## src/shared/adcrb_pkg.sv

```systemverilog
// constants and types for the converter control word and readout port
package adcrb_pkg;
  localparam int DATA_W = 16;
  localparam int CRC_W  = 8;
  // control word field positions
  localparam int BIT_CODING  = 14;
  localparam int BIT_REF_LVL = 13;
  localparam int BIT_REL_DEL = 12;
  localparam int BIT_CONT    = 11;
  localparam int BIT_CS_USE  = 9;
  localparam int BIT_REF_EN  = 8;
  localparam logic [15:0] CTRL_RST  = 16'h4000;
  localparam logic [15:0] CTRL_MASK = 16'h7B00;
  // command byte layout and serial frame lengths
  localparam logic [7:0] CMD_READ_DATA = 8'h42;
  localparam int         CMD_RD_BIT    = 6;
  localparam logic [5:0] ADDR_CTRL     = 6'h01;
  localparam logic [5:0] ADDR_DATA     = 6'h02;
  localparam logic [6:0] SWRST_ONES    = 7'h40;
  localparam logic [4:0] CMD_BITS      = 5'h08;
  localparam logic [4:0] FRAME_PLAIN   = 5'h10;
  localparam logic [4:0] FRAME_CRC     = 5'h18;
  localparam logic [7:0] CRC_POLY      = 8'h07;
  localparam logic [15:0] CODE_MID     = 16'h8000;
  // output release delay, rounded up to whole core cycles
  localparam int CLK_PERIOD_NS = 100;
  localparam int REL_SHORT_NS  = 10;
  localparam int REL_LONG_NS   = 100;
  localparam int REL_SHORT_RAW = (REL_SHORT_NS + CLK_PERIOD_NS - 1) / CLK_PERIOD_NS;
  localparam int REL_LONG_RAW  = (REL_LONG_NS + CLK_PERIOD_NS - 1) / CLK_PERIOD_NS;
  localparam logic [3:0] REL_SHORT_CYC = 4'(REL_SHORT_RAW < 1 ? 1 : REL_SHORT_RAW);
  localparam logic [3:0] REL_LONG_CYC  = 4'(REL_LONG_RAW < 1 ? 1 : REL_LONG_RAW);

  typedef struct packed {
    logic sclk;
    logic cs_n;
    logic sdi;
  } adcrb_spi_in_t;

  typedef struct packed {
    logic [15:0] code;
  } adcrb_sample_t;

  typedef enum logic [1:0] {
    ST_CMD = 2'b00,
    ST_WR  = 2'b01,
    ST_RD  = 2'b10
  } adcrb_state_t;
endpackage

```

## src/core/adcrb_top.sv

```systemverilog
// serial readout port, control word and result fifo of the converter
`timescale 1ns/1ns
// Functional notes
// reference level bit: 0 gives 2.5 V, 1 gives 1.25 V, needs enable bit
// without chip select, release output 10 ns or 100 ns after last edge; code waits one 100 ns core cycle for both settings
// continuous readout shifts data out without a preceding command byte
// host clocks exactly one result, only after data-ready goes low
// clock edges ignored while data-ready is high in continuous readout
// read still running four cycles before next result: abandon, data-ready high
// with checksum on, an abandoned read shows up as a checksum mismatch
// sixty-four ones or command 0x42 leave continuous readout, no checksum needed
// continuous readout suppressed while the result fifo is enabled
// coding bit: 0 straight binary, 1 offset binary with zero at 0x8000
// after reset reference, delay and continuous fields read zero

////////////////////////////////////////////////////////////////////////
// result buffer; depth must be a power of two
module adcrb_fifo #(
  parameter int W     = 16,
  parameter int DEPTH = 4
) (
  input  wire logic         i_core_clk,
  input  wire logic         i_reset_n,
  input  wire logic         i_clk_en,
  input  wire logic         i_in_valid,
  input  wire logic [W-1:0] i_in_data,
  output logic              o_in_ready,
  output logic              o_out_valid,
  output logic [W-1:0]      o_out_data,
  input  wire logic         i_out_ready
);
  localparam int AW = $clog2(DEPTH);
  logic [W-1:0]  mem [DEPTH];
  logic [AW-1:0] wr_ptr_r;
  logic [AW-1:0] rd_ptr_r;
  logic [AW:0]   count_r;
  logic [AW:0]   count_nxt;
  wire           push_w;
  wire           pop_w;

  // handshakes, frozen with the clock enable
  assign push_w      = i_clk_en & i_in_valid & o_in_ready;
  assign pop_w       = i_clk_en & o_out_valid & i_out_ready;
  assign o_out_valid = (count_r != '0);
  assign o_out_data  = mem[rd_ptr_r];
  assign count_nxt   = count_r + (AW+1)'(push_w) - (AW+1)'(pop_w);

  // storage has no reset, only valid slots are ever read
  always_ff @(posedge i_core_clk) begin
    if (push_w) begin
      mem[wr_ptr_r] <= i_in_data;
    end
  end

  // pointers wrap naturally at the power-of-two depth
  always_ff @(posedge i_core_clk or negedge i_reset_n) begin
    if (!i_reset_n) begin
      wr_ptr_r   <= '0;
      rd_ptr_r   <= '0;
      count_r    <= '0;
      o_in_ready <= 1'b1;
    end else begin
      wr_ptr_r   <= wr_ptr_r + AW'(push_w);
      rd_ptr_r   <= rd_ptr_r + AW'(pop_w);
      count_r    <= count_nxt;
      o_in_ready <= (count_nxt != (AW+1)'(DEPTH));
    end
  end
endmodule

////////////////////////////////////////////////////////////////////////
module adcrb_top #(
  parameter int FIFO_DEPTH = 4
) (
  input  wire logic                    i_core_clk,
  input  wire logic                    i_reset_n,
  input  wire logic                    i_clk_en,
  input  wire adcrb_pkg::adcrb_spi_in_t i_spi,
  output logic                         o_sdo,
  output logic                         o_sdo_oe,
  output logic                         o_rdy_n,
  input  wire logic                    i_sample_valid,
  input  wire adcrb_pkg::adcrb_sample_t i_sample,
  output logic                         o_sample_ready,
  input  wire logic                    i_conv_warn,
  input  wire logic                    i_fifo_en,
  input  wire logic                    i_crc_en,
  output logic [15:0]                  o_ctrl_word,
  output logic                         o_ref_en,
  output logic                         o_ref_1v25
);
  import adcrb_pkg::*;

  adcrb_state_t  state_r;
  logic [4:0]    bitcnt_r;
  logic [15:0]   ctrl_r;
  logic [15:0]   sh_in_r;
  logic [23:0]   sh_out_r;
  logic [15:0]   res_r;
  logic [6:0]    ones_r;
  logic [4:0]    frame_bits_r;
  logic [3:0]    rel_r;
  logic          sclk_q_r;
  logic          reading_r;
  adcrb_sample_t fifo_q_w;
  logic [15:0]   fifo_data_w;
  logic          fifo_valid_w;

  function automatic logic [7:0] crc8(input logic [15:0] d);
    logic [7:0] c;
    c = 8'h00;
    for (int i = 15; i >= 0; i--) begin
      c = (c[7] ^ d[i]) ? ({c[6:0], 1'b0} ^ CRC_POLY) : {c[6:0], 1'b0};
    end
    return c;
  endfunction

  ////////////////////////////////////////////////////////////////////
  // serial edge decode; inputs arrive synchronous to the core clock
  wire        sel_w   = ~ctrl_r[BIT_CS_USE] | ~i_spi.cs_n;
  wire        rise_w  = i_clk_en & sel_w & i_spi.sclk & ~sclk_q_r;
  wire        fall_w  = i_clk_en & sel_w & ~i_spi.sclk & sclk_q_r;
  wire        desel_w = i_clk_en & ~sel_w;
  wire        cont_w  = ctrl_r[BIT_CONT] & ~i_fifo_en;
  wire [7:0]  cmd_w   = {sh_in_r[6:0], i_spi.sdi};
  wire [15:0] word_w  = {sh_in_r[14:0], i_spi.sdi};

  // command and frame decode
  wire in_cmd_w   = (state_r == ST_CMD);
  wire cmd_done_w = rise_w & in_cmd_w & (bitcnt_r == CMD_BITS - 5'h01);
  wire is_rd_w    = cmd_w[CMD_RD_BIT];
  wire go_wr_w    = cmd_done_w & ~is_rd_w & (cmd_w[5:0] == ADDR_CTRL);
  wire go_rdc_w   = cmd_done_w & is_rd_w & (cmd_w[5:0] == ADDR_CTRL);
  // the exit byte is taken bare even with checksums on
  wire go_rdd_w   = cmd_done_w & (cmd_w == CMD_READ_DATA);
  // no command byte needed, and no start while data-ready is high
  wire start_c_w  = fall_w & in_cmd_w & (bitcnt_r == '0) & cont_w & ~o_rdy_n;
  wire take_w     = go_rdd_w | start_c_w;
  wire wr_done_w  = rise_w & (state_r == ST_WR) & (bitcnt_r == FRAME_PLAIN - 5'h01);
  wire rd_done_w  = rise_w & (state_r == ST_RD) & (bitcnt_r == frame_bits_r - 5'h01);
  wire abandon_w  = i_clk_en & i_conv_warn & reading_r & cont_w;
  wire swrst_w    = rise_w & i_spi.sdi & (ones_r == SWRST_ONES - 7'h01);
  wire drain_w    = ~reading_r & ~take_w;
  wire pop_w      = i_clk_en & fifo_valid_w & drain_w;

  // frame contents; checksum trails the word so a cut frame fails it
  wire [15:0] rd_word_w  = go_rdc_w ? (ctrl_r & CTRL_MASK) : res_r;
  wire [23:0] load_w     = {rd_word_w, crc8(rd_word_w)};
  wire [4:0]  frame_n_w  = i_crc_en ? FRAME_CRC : FRAME_PLAIN;
  wire [3:0]  rel_cyc_w  = ctrl_r[BIT_REL_DEL] ? REL_LONG_CYC : REL_SHORT_CYC;
  wire        rel_go_w   = (rd_done_w & ~ctrl_r[BIT_CS_USE]) | abandon_w;

  // output coding of the signed converter result
  wire [15:0] raw_w   = fifo_q_w.code;
  wire [15:0] offs_w  = {~raw_w[15], raw_w[14:0]};
  wire [15:0] strt_w  = raw_w[15] ? 16'h0000 : {raw_w[14:0], raw_w[14]};
  wire [15:0] coded_w = ctrl_r[BIT_CODING] ? offs_w : strt_w;

  assign fifo_q_w = fifo_data_w;

  ////////////////////////////////////////////////////////////////////
  adcrb_fifo #(
    .W     ($bits(adcrb_sample_t)),
    .DEPTH (FIFO_DEPTH)
  ) u_fifo (
    .i_core_clk  (i_core_clk),
    .i_reset_n   (i_reset_n),
    .i_clk_en    (i_clk_en),
    .i_in_valid  (i_sample_valid),
    .i_in_data   (i_sample),
    .o_in_ready  (o_sample_ready),
    .o_out_valid (fifo_valid_w),
    .o_out_data  (fifo_data_w),
    .i_out_ready (drain_w)
  );

  ////////////////////////////////////////////////////////////////////
  // sclk history, sdi shifter and run of ones
  always_ff @(posedge i_core_clk or negedge i_reset_n) begin
    if (!i_reset_n) begin
      sclk_q_r <= 1'b1;
      sh_in_r  <= '0;
      ones_r   <= '0;
    end else if (i_clk_en) begin
      sclk_q_r <= i_spi.sclk;
      if (rise_w) begin
        sh_in_r <= word_w;
        ones_r  <= (i_spi.sdi && !swrst_w) ? ones_r + 7'h01 : 7'h00;
      end
    end
  end

  // frame state and bit count
  always_ff @(posedge i_core_clk or negedge i_reset_n) begin
    if (!i_reset_n) begin
      state_r  <= ST_CMD;
      bitcnt_r <= '0;
    end else if (desel_w | swrst_w | abandon_w | rd_done_w | wr_done_w) begin
      state_r  <= ST_CMD;
      bitcnt_r <= '0;
    end else if (go_wr_w) begin
      state_r  <= ST_WR;
      bitcnt_r <= '0;
    end else if (go_rdc_w | take_w) begin
      state_r  <= ST_RD;
      bitcnt_r <= '0;
    end else if (cmd_done_w) begin
      bitcnt_r <= '0;
    end else if (rise_w) begin
      bitcnt_r <= bitcnt_r + 5'h01;
    end
  end

  // control word; reset returns it to its power-up value
  always_ff @(posedge i_core_clk or negedge i_reset_n) begin
    if (!i_reset_n) begin
      ctrl_r <= CTRL_RST;
    end else if (swrst_w) begin
      ctrl_r <= CTRL_RST;
    end else if (wr_done_w) begin
      ctrl_r <= word_w & CTRL_MASK;
    end else if (go_rdd_w) begin
      ctrl_r[BIT_CONT] <= 1'b0;
    end
  end

  // registered copies of the control outputs
  always_ff @(posedge i_core_clk or negedge i_reset_n) begin
    if (!i_reset_n) begin
      o_ctrl_word <= CTRL_RST;
      o_ref_en    <= 1'b0;
      o_ref_1v25  <= 1'b0;
    end else if (i_clk_en) begin
      o_ctrl_word <= ctrl_r;
      o_ref_en    <= ctrl_r[BIT_REF_EN];
      o_ref_1v25  <= ctrl_r[BIT_REF_EN] & ctrl_r[BIT_REF_LVL];
    end
  end

  // result and data-ready; a new result wins over a finished read
  always_ff @(posedge i_core_clk or negedge i_reset_n) begin
    if (!i_reset_n) begin
      res_r     <= '0;
      o_rdy_n   <= 1'b1;
      reading_r <= 1'b0;
    end else begin
      if (pop_w) begin
        res_r   <= coded_w;
        o_rdy_n <= 1'b0;
      end else if ((rd_done_w & reading_r) | abandon_w) begin
        o_rdy_n <= 1'b1;
      end
      if (take_w) begin
        reading_r <= 1'b1;
      end else if (rd_done_w | abandon_w | desel_w | swrst_w) begin
        reading_r <= 1'b0;
      end
    end
  end

  // output shifter, enable and release timer
  always_ff @(posedge i_core_clk or negedge i_reset_n) begin
    if (!i_reset_n) begin
      o_sdo        <= 1'b0;
      o_sdo_oe     <= 1'b0;
      sh_out_r     <= '0;
      frame_bits_r <= FRAME_PLAIN;
      rel_r        <= '0;
    end else if (i_clk_en) begin
      if (abandon_w) begin
        o_sdo    <= 1'b1;
        sh_out_r <= '1;
      end else if (start_c_w) begin
        o_sdo    <= load_w[23];
        sh_out_r <= {load_w[22:0], 1'b0};
      end else if (go_rdc_w | go_rdd_w) begin
        sh_out_r <= load_w;
      end else if (fall_w && state_r == ST_RD) begin
        o_sdo    <= sh_out_r[23];
        sh_out_r <= {sh_out_r[22:0], 1'b0};
      end
      if (start_c_w | go_rdc_w | go_rdd_w) begin
        frame_bits_r <= frame_n_w;
      end
      if (desel_w) begin
        o_sdo_oe <= 1'b0;
        rel_r    <= '0;
      end else if (start_c_w || (fall_w && state_r == ST_RD)) begin
        o_sdo_oe <= 1'b1;
        rel_r    <= '0;
      end else if (rel_go_w) begin
        rel_r <= rel_cyc_w;
      end else if (rel_r != '0) begin
        rel_r <= rel_r - 4'h1;
        if (rel_r == 4'h1) begin
          o_sdo_oe <= 1'b0;
        end
      end
    end
  end

  ////////////////////////////////////////////////////////////////////
  // checks
  AST_REF_LEVEL: assert property (@(posedge i_core_clk) disable iff (!i_reset_n)
    i_clk_en && !ctrl_r[BIT_REF_EN] |=> !o_ref_1v25)
    else $error("1.25 V reference selected without the enable bit");

  AST_RELEASE: assert property (@(posedge i_core_clk) disable iff (!i_reset_n)
    rd_done_w && !ctrl_r[BIT_CS_USE] && !ctrl_r[BIT_REL_DEL] ##1 (i_clk_en && !fall_w && !desel_w)
    |=> !o_sdo_oe)
    else $error("output not released after the short delay");

  AST_CONT_START: assert property (@(posedge i_core_clk) disable iff (!i_reset_n)
    start_c_w |=> state_r == ST_RD && reading_r && o_sdo_oe)
    else $error("continuous readout did not start on the first edge");

  AST_IGNORE_HIGH: assert property (@(posedge i_core_clk) disable iff (!i_reset_n)
    fall_w && in_cmd_w && o_rdy_n && !cmd_done_w |=> !reading_r)
    else $error("readout started while data-ready was high");

  AST_ABANDON: assert property (@(posedge i_core_clk) disable iff (!i_reset_n)
    abandon_w |=> o_rdy_n && state_r == ST_CMD && !reading_r)
    else $error("late read was not abandoned");

  AST_CRC_FRAME: assert property (@(posedge i_core_clk) disable iff (!i_reset_n)
    (start_c_w || go_rdd_w) && i_crc_en |=> frame_bits_r == FRAME_CRC)
    else $error("checksum byte missing from the readout frame");

  AST_SW_RESET: assert property (@(posedge i_core_clk) disable iff (!i_reset_n)
    swrst_w |=> ctrl_r == CTRL_RST && state_r == ST_CMD)
    else $error("run of ones did not reset the control word");

  AST_EXIT_CMD: assert property (@(posedge i_core_clk) disable iff (!i_reset_n)
    go_rdd_w && !swrst_w |=> !ctrl_r[BIT_CONT])
    else $error("read data command did not leave continuous readout");

  AST_FIFO_BLOCK: assert property (@(posedge i_core_clk) disable iff (!i_reset_n)
    i_fifo_en |-> !start_c_w)
    else $error("continuous readout ran with the fifo enabled");

  AST_OFFSET_ZERO: assert property (@(posedge i_core_clk) disable iff (!i_reset_n)
    pop_w && ctrl_r[BIT_CODING] && raw_w == 16'h0000 |=> res_r == CODE_MID)
    else $error("offset binary zero is not mid scale");

  AST_RESET_VAL: assert property (@(posedge i_core_clk)
    $rose(i_reset_n) |-> ctrl_r[BIT_REF_LVL] == 1'b0 && !ctrl_r[BIT_REL_DEL] && !ctrl_r[BIT_CONT])
    else $error("control fields not zero after reset");
endmodule

```

## config.mk

```make
export PLATFORM = sky130hd
export DESIGN_NAME = adcrb_top
export DESIGN_NICKNAME = d
export VERILOG_FILES = /design/src/shared/adcrb_pkg.sv /design/src/core/adcrb_top.sv
export SDC_FILE = /design/constraint.sdc
export NUM_CORES = 1
export LEC_CHECK = 0
export BUFFER_PORTS_ARGS = -buffer_cell sky130_fd_sc_hd__buf_2
export CAP_MARGIN = 20
export CORE_MARGIN = 5
export CORE_UTILIZATION = 50
export DETAILED_ROUTE_END_ITERATION = 7
export PLACE_DENSITY = 0.68
export SYNTH_ARGS = -nofsm -noshare
export SYNTH_HDL_FRONTEND = slang
export SYNTH_SLANG_ARGS = --single-unit
```

## constraint.sdc

```tcl
create_clock -name i_core_clk -period 3.02 [get_ports i_core_clk]
set_input_delay 0.302 -clock i_core_clk [delete_from_list [all_inputs] [get_ports i_core_clk]]
set_output_delay 0.302 -clock i_core_clk [all_outputs]
set_load 0.01 [all_outputs]
```

==> implementation parameters <==
Parameter                              Value

Run status
  Status    finished, final reports clean

Route
  Via total after detailed routing    5685
  WL per Instance    18.33 um
  Detail-routed via count per cell    5.772
  Detail Route Antenna Nets    0
  Number of DRC markers after the initial detailed-route iteration    609
  Routed wire length    18.05 mm
  Initial DRT Pass Iterations    5
  Remaining DRCs    0

Hold path
  Start point of the worst hold path    i_sample[7]
  Worst hold path endpoint    u_fifo.mem[1][7]$_DFFE_PP_
  Hold crit path type    in2reg
  Hold Path Depth    1

Critical path
  Worst reg2reg endpoint    u_fifo.o_in_ready$_DFF_PN1_
  Startpoint kind of the worst setup timing path    flip-flop
  Startpoint-to-endpoint class of the critical path    reg2reg
  Critical-path cell with the highest stage delay    sky130_fd_sc_hd__fa_1
  Delay of the slowest critical-path stage    roughly 0.45 ns
  Data arrival time of the critical path    3.15 ns
  Most used cell along the critical path    sky130_fd_sc_hd__ha_1
  Startpoint of the most critical register-to-register path    bitcnt_r[0]$_DFFE_PN0P_
  WP buf/inv    2
  Data required time of the critical path    3.37 ns
  CP Capture Type    flip-flop
  Worst-case register-to-register setup slack    0.23 ns
  Largest driver fanout on the critical path    5
  Length in cells of the worst reg-to-reg path    12
  Kind of cell adding the most delay to the critical path    adder cells
  CP cell instances    ha_1, and3b_1, and4_1, a21oi_1, nand4b_1, inv_2, ha_1, inv_1, ha_1, fa_1, nor2_1, nand2_1

Final layout
  Final net count    793
  Final core utilization    0.5785
  Final antenna diode count    0
  Area growth from synthesis to layout    13.52%
  Final instance area    0.009190 sq mm
  Ratio of cells with drive above 1 in the final layout    0.1964

Floorplan
  Total die area    0.01883 sq mm
  Overall die width    ~140 um
  Starting Density    0.5096
  Total core area    between 0.015 and 0.02 sq mm
  Top-level I/O count    48
  Die Y-Extent    137.2 um
  Std cell rows    between 40 and 50

Timing
  Final worst slack    0.2264 ns
  Total Neg Setup Slack    0 ns
  Max Transition Viols Final    0
  Worst-case headroom to the max-slew limit    0.4709
  Max Fclk    358.0 MHz
  RSZ-0062 raised after global routing    false
  Hold violation count in the final report    0
  Final setup skew    0.006112 ns
  Worst hold margin    0.08343 ns
  Min cycle time layout    roughly 2.8 ns
  Crit share post-route    0.9250
  Slew @ Worst Pin    0.7937 ns
  Number of failing setup endpoints in the final timing report    0

Synth
  Most area-consuming cells after synthesis    sky130_fd_sc_hd__dfrtp_1 29%, sky130_fd_sc_hd__edfxtp_1 24%, sky130_fd_sc_hd__nand2_1 4.7%
  Fraction of the yosys area taken by sequential cells    0.5442
  Total standard cell area after synthesis    0.008095 sq mm
  Unique cell type count in the Yosys netlist    70
  Number of flops mapped to enable cells by yosys    64
  Synthesized area per cell    11.40 sq um
  Share of flip-flops with an asynchronous set or reset    0.6074
  Portion of synthesized cell area occupied by the leading cell type    0.2906
  Cell count after synthesis    710
  Commonest register cell after synthesis    sky130_fd_sc_hd__dfrtp_1
  Commonest cells post-synth    102 x sky130_fd_sc_hd__nand2_1, 94 x sky130_fd_sc_hd__dfrtp_1, 64 x sky130_fd_sc_hd__edfxtp_1, 37 x sky130_fd_sc_hd__a21oi_1
  Total number of yosys warnings    0
  #FFs+latches synth    approximately 160
  Dominant cell type by area after synthesis    sky130_fd_sc_hd__dfrtp_1
  Count leader, synth    sky130_fd_sc_hd__nand2_1

Placed design
  DP HPWL    around 13 mm
  Final RePlAce weighted congestion    0.9107
  Placed cell areas    between 0.008 and 0.009 sq mm
  Post-placement worst setup slack    0.1570 ns
  PortBufs    37

Power and ir drop
  Worst-case vdd ir drop    0.5718 mV
  Static leakage power    3.818 nW
  Power Dens Cells    878.5 mW/mm^2

Clocking
  TritonCTS clock tree    built
  Clk slew on worst S/H paths    0.07 ns
  Cell at the root of the clock tree    sky130_fd_sc_hd__clkbuf_16
  Clock buffer depth    2
  Number of CTS-inserted buffers    17
  CTS H-tree lvls    4
  Clock latency on the worst-skew pair    0.43 ns
  Clock Sinks    163
  Post-CTS setup buffer count    0

Flow run
  Max cap viols    0

GRT
  Number of antenna violations at the first check in global routing    0
  Sum of overflow across all layers after global routing    0
  Wire length of the first global-routing pass    29.97 mm
  Number of global-route vias before repair    5783
  Global-route usage over all layers    0.2055
  Pin count of the biggest net entering global routing    62
-- flip-flops by register name, summed over array words and instances, names as in the netlist --
register,count
u_fifo.mem,64
sh_out_r,24
res_r,16
sh_in_r,14
ones_r,7
ctrl_r,6
o_ctrl_word,6
bitcnt_r,5
rel_r,4
u_fifo.count_r,3
state_r,2
u_fifo.rd_ptr_r,2
u_fifo.wr_ptr_r,2
frame_bits_r,1
o_rdy_n,1
o_ref_1v25,1
o_sdo,1
o_sdo_oe,1
reading_r,1
sclk_q_r,1
u_fifo.o_in_ready,1
-- worst max path at each step --
stage	from	endpoint	slack [ns]	cells after the start
after floorplan	bitcnt_r[0]$_DFFE_PN0P_	u_fifo.o_in_ready$_DFF_PN1_	0.24	14
after global placement	bitcnt_r[0]$_DFFE_PN0P_	u_fifo.o_in_ready$_DFF_PN1_	0.27	13
after detailed placement	bitcnt_r[0]$_DFFE_PN0P_	u_fifo.o_in_ready$_DFF_PN1_	0.16	13
after CTS	bitcnt_r[0]$_DFFE_PN0P_	u_fifo.o_in_ready$_DFF_PN1_	0.11	13
after global routing	bitcnt_r[0]$_DFFE_PN0P_	u_fifo.o_in_ready$_DFF_PN1_	0.03	12
final	bitcnt_r[0]$_DFFE_PN0P_	u_fifo.o_in_ready$_DFF_PN1_	0.23	12
-- power by group --
group	internal [mW]	leakage, nW	switching [mW]
sequential	2.74	1.84	0.437
clock	1.12	0.289	1.02
combinational	1.28	1.69	1.49
-- worst register-to-register path: cells and delay by family (launching register included) --
kind / cells / cell delay, ns
buffers and inverters: 2 / 0.19
AO/OA/AOI/OAI: 1 / 0.19
flip-flops: 1 / 0.42
AND/OR/NAND/NOR: 5 / 0.82
adder cells (fa/ha/maj): 4 / 1.10
-- cells in the final DEF, fill, tap and decap left out, types with 9 or more instances in the layout --
| cell | instances |
|---|---|
| sky130_fd_sc_hd__edfxtp_1 | 64 |
| sky130_fd_sc_hd__xor2_1 | 13 |
| sky130_fd_sc_hd__a21oi_1 | 37 |
| sky130_fd_sc_hd__a22oi_1 | 12 |
| sky130_fd_sc_hd__ha_1 | 10 |
| sky130_fd_sc_hd__buf_2 | 36 |
| sky130_fd_sc_hd__mux2_2 | 13 |
| sky130_fd_sc_hd__buf_4 | 30 |
| sky130_fd_sc_hd__nand2_1 | 102 |
| sky130_fd_sc_hd__nand3_1 | 18 |
| sky130_fd_sc_hd__mux4_2 | 16 |
| sky130_fd_sc_hd__nor3b_1 | 18 |
| sky130_fd_sc_hd__nor2_1 | 36 |
| sky130_fd_sc_hd__mux2i_1 | 9 |
| sky130_fd_sc_hd__o21ai_0 | 36 |
| sky130_fd_sc_hd__inv_1 | 15 |
| sky130_fd_sc_hd__conb_1 | 10 |
| sky130_fd_sc_hd__dfrtp_1 | 94 |
| sky130_fd_sc_hd__clkbuf_16 | 17 |
| sky130_fd_sc_hd__xnor2_1 | 31 |
| sky130_fd_sc_hd__a221o_1 | 10 |
-- kinds of logic (layout without fill, tap and decap cells) --
kind of cell	after synthesis	in the layout	synth area share
other	1	10	0.0004632
DFF	163	163	0.5442
buffers and inverters	66	116	0.03818
muxes	38	38	0.07373
adders and majority gates	11	11	0.01793
xor gates and xnor gates	46	46	0.05317
AOI/OAI and AO/OA	146	146	0.1223
and+or+nand+nor	239	239	0.1501
-- per-layer routing --
layer	up-vias	share of wire	GRT usage
met5	-	0	0
met4	0	0.014	0.07317
met3	18	0.051	0.04237
met2	185	0.48	0.3278
met1	2817	0.46	0.2811
li1	2665	-	-
-- metrics by stage --
stage,cells,power [mW]
global route,985,8.537
CTS,985,8.079
floorplan,719,5.176
detailed placement,952,5.924
finish,985,8.073
global placement,952,5.861
-- layout make-up --
class / instances / area, sq um
fillers: 1342 / 6695
flip-flops and latches: 163 / 4405
multi-input cells: 490 / 3426
repair buffers: 68 / 435.4
clock buffers: 17 / 425.4
well taps: 216 / 270.3
clock inverters: 15 / 167.7
inverters: 16 / 60.06
-- what timing repair did --
action	CTS	global route
hold buffers	1	0
endpoints found under the hold margin	58	0
gates resized for setup	0	2
setup endpoints to repair	0	2
(Power assumes the default switching activity.)
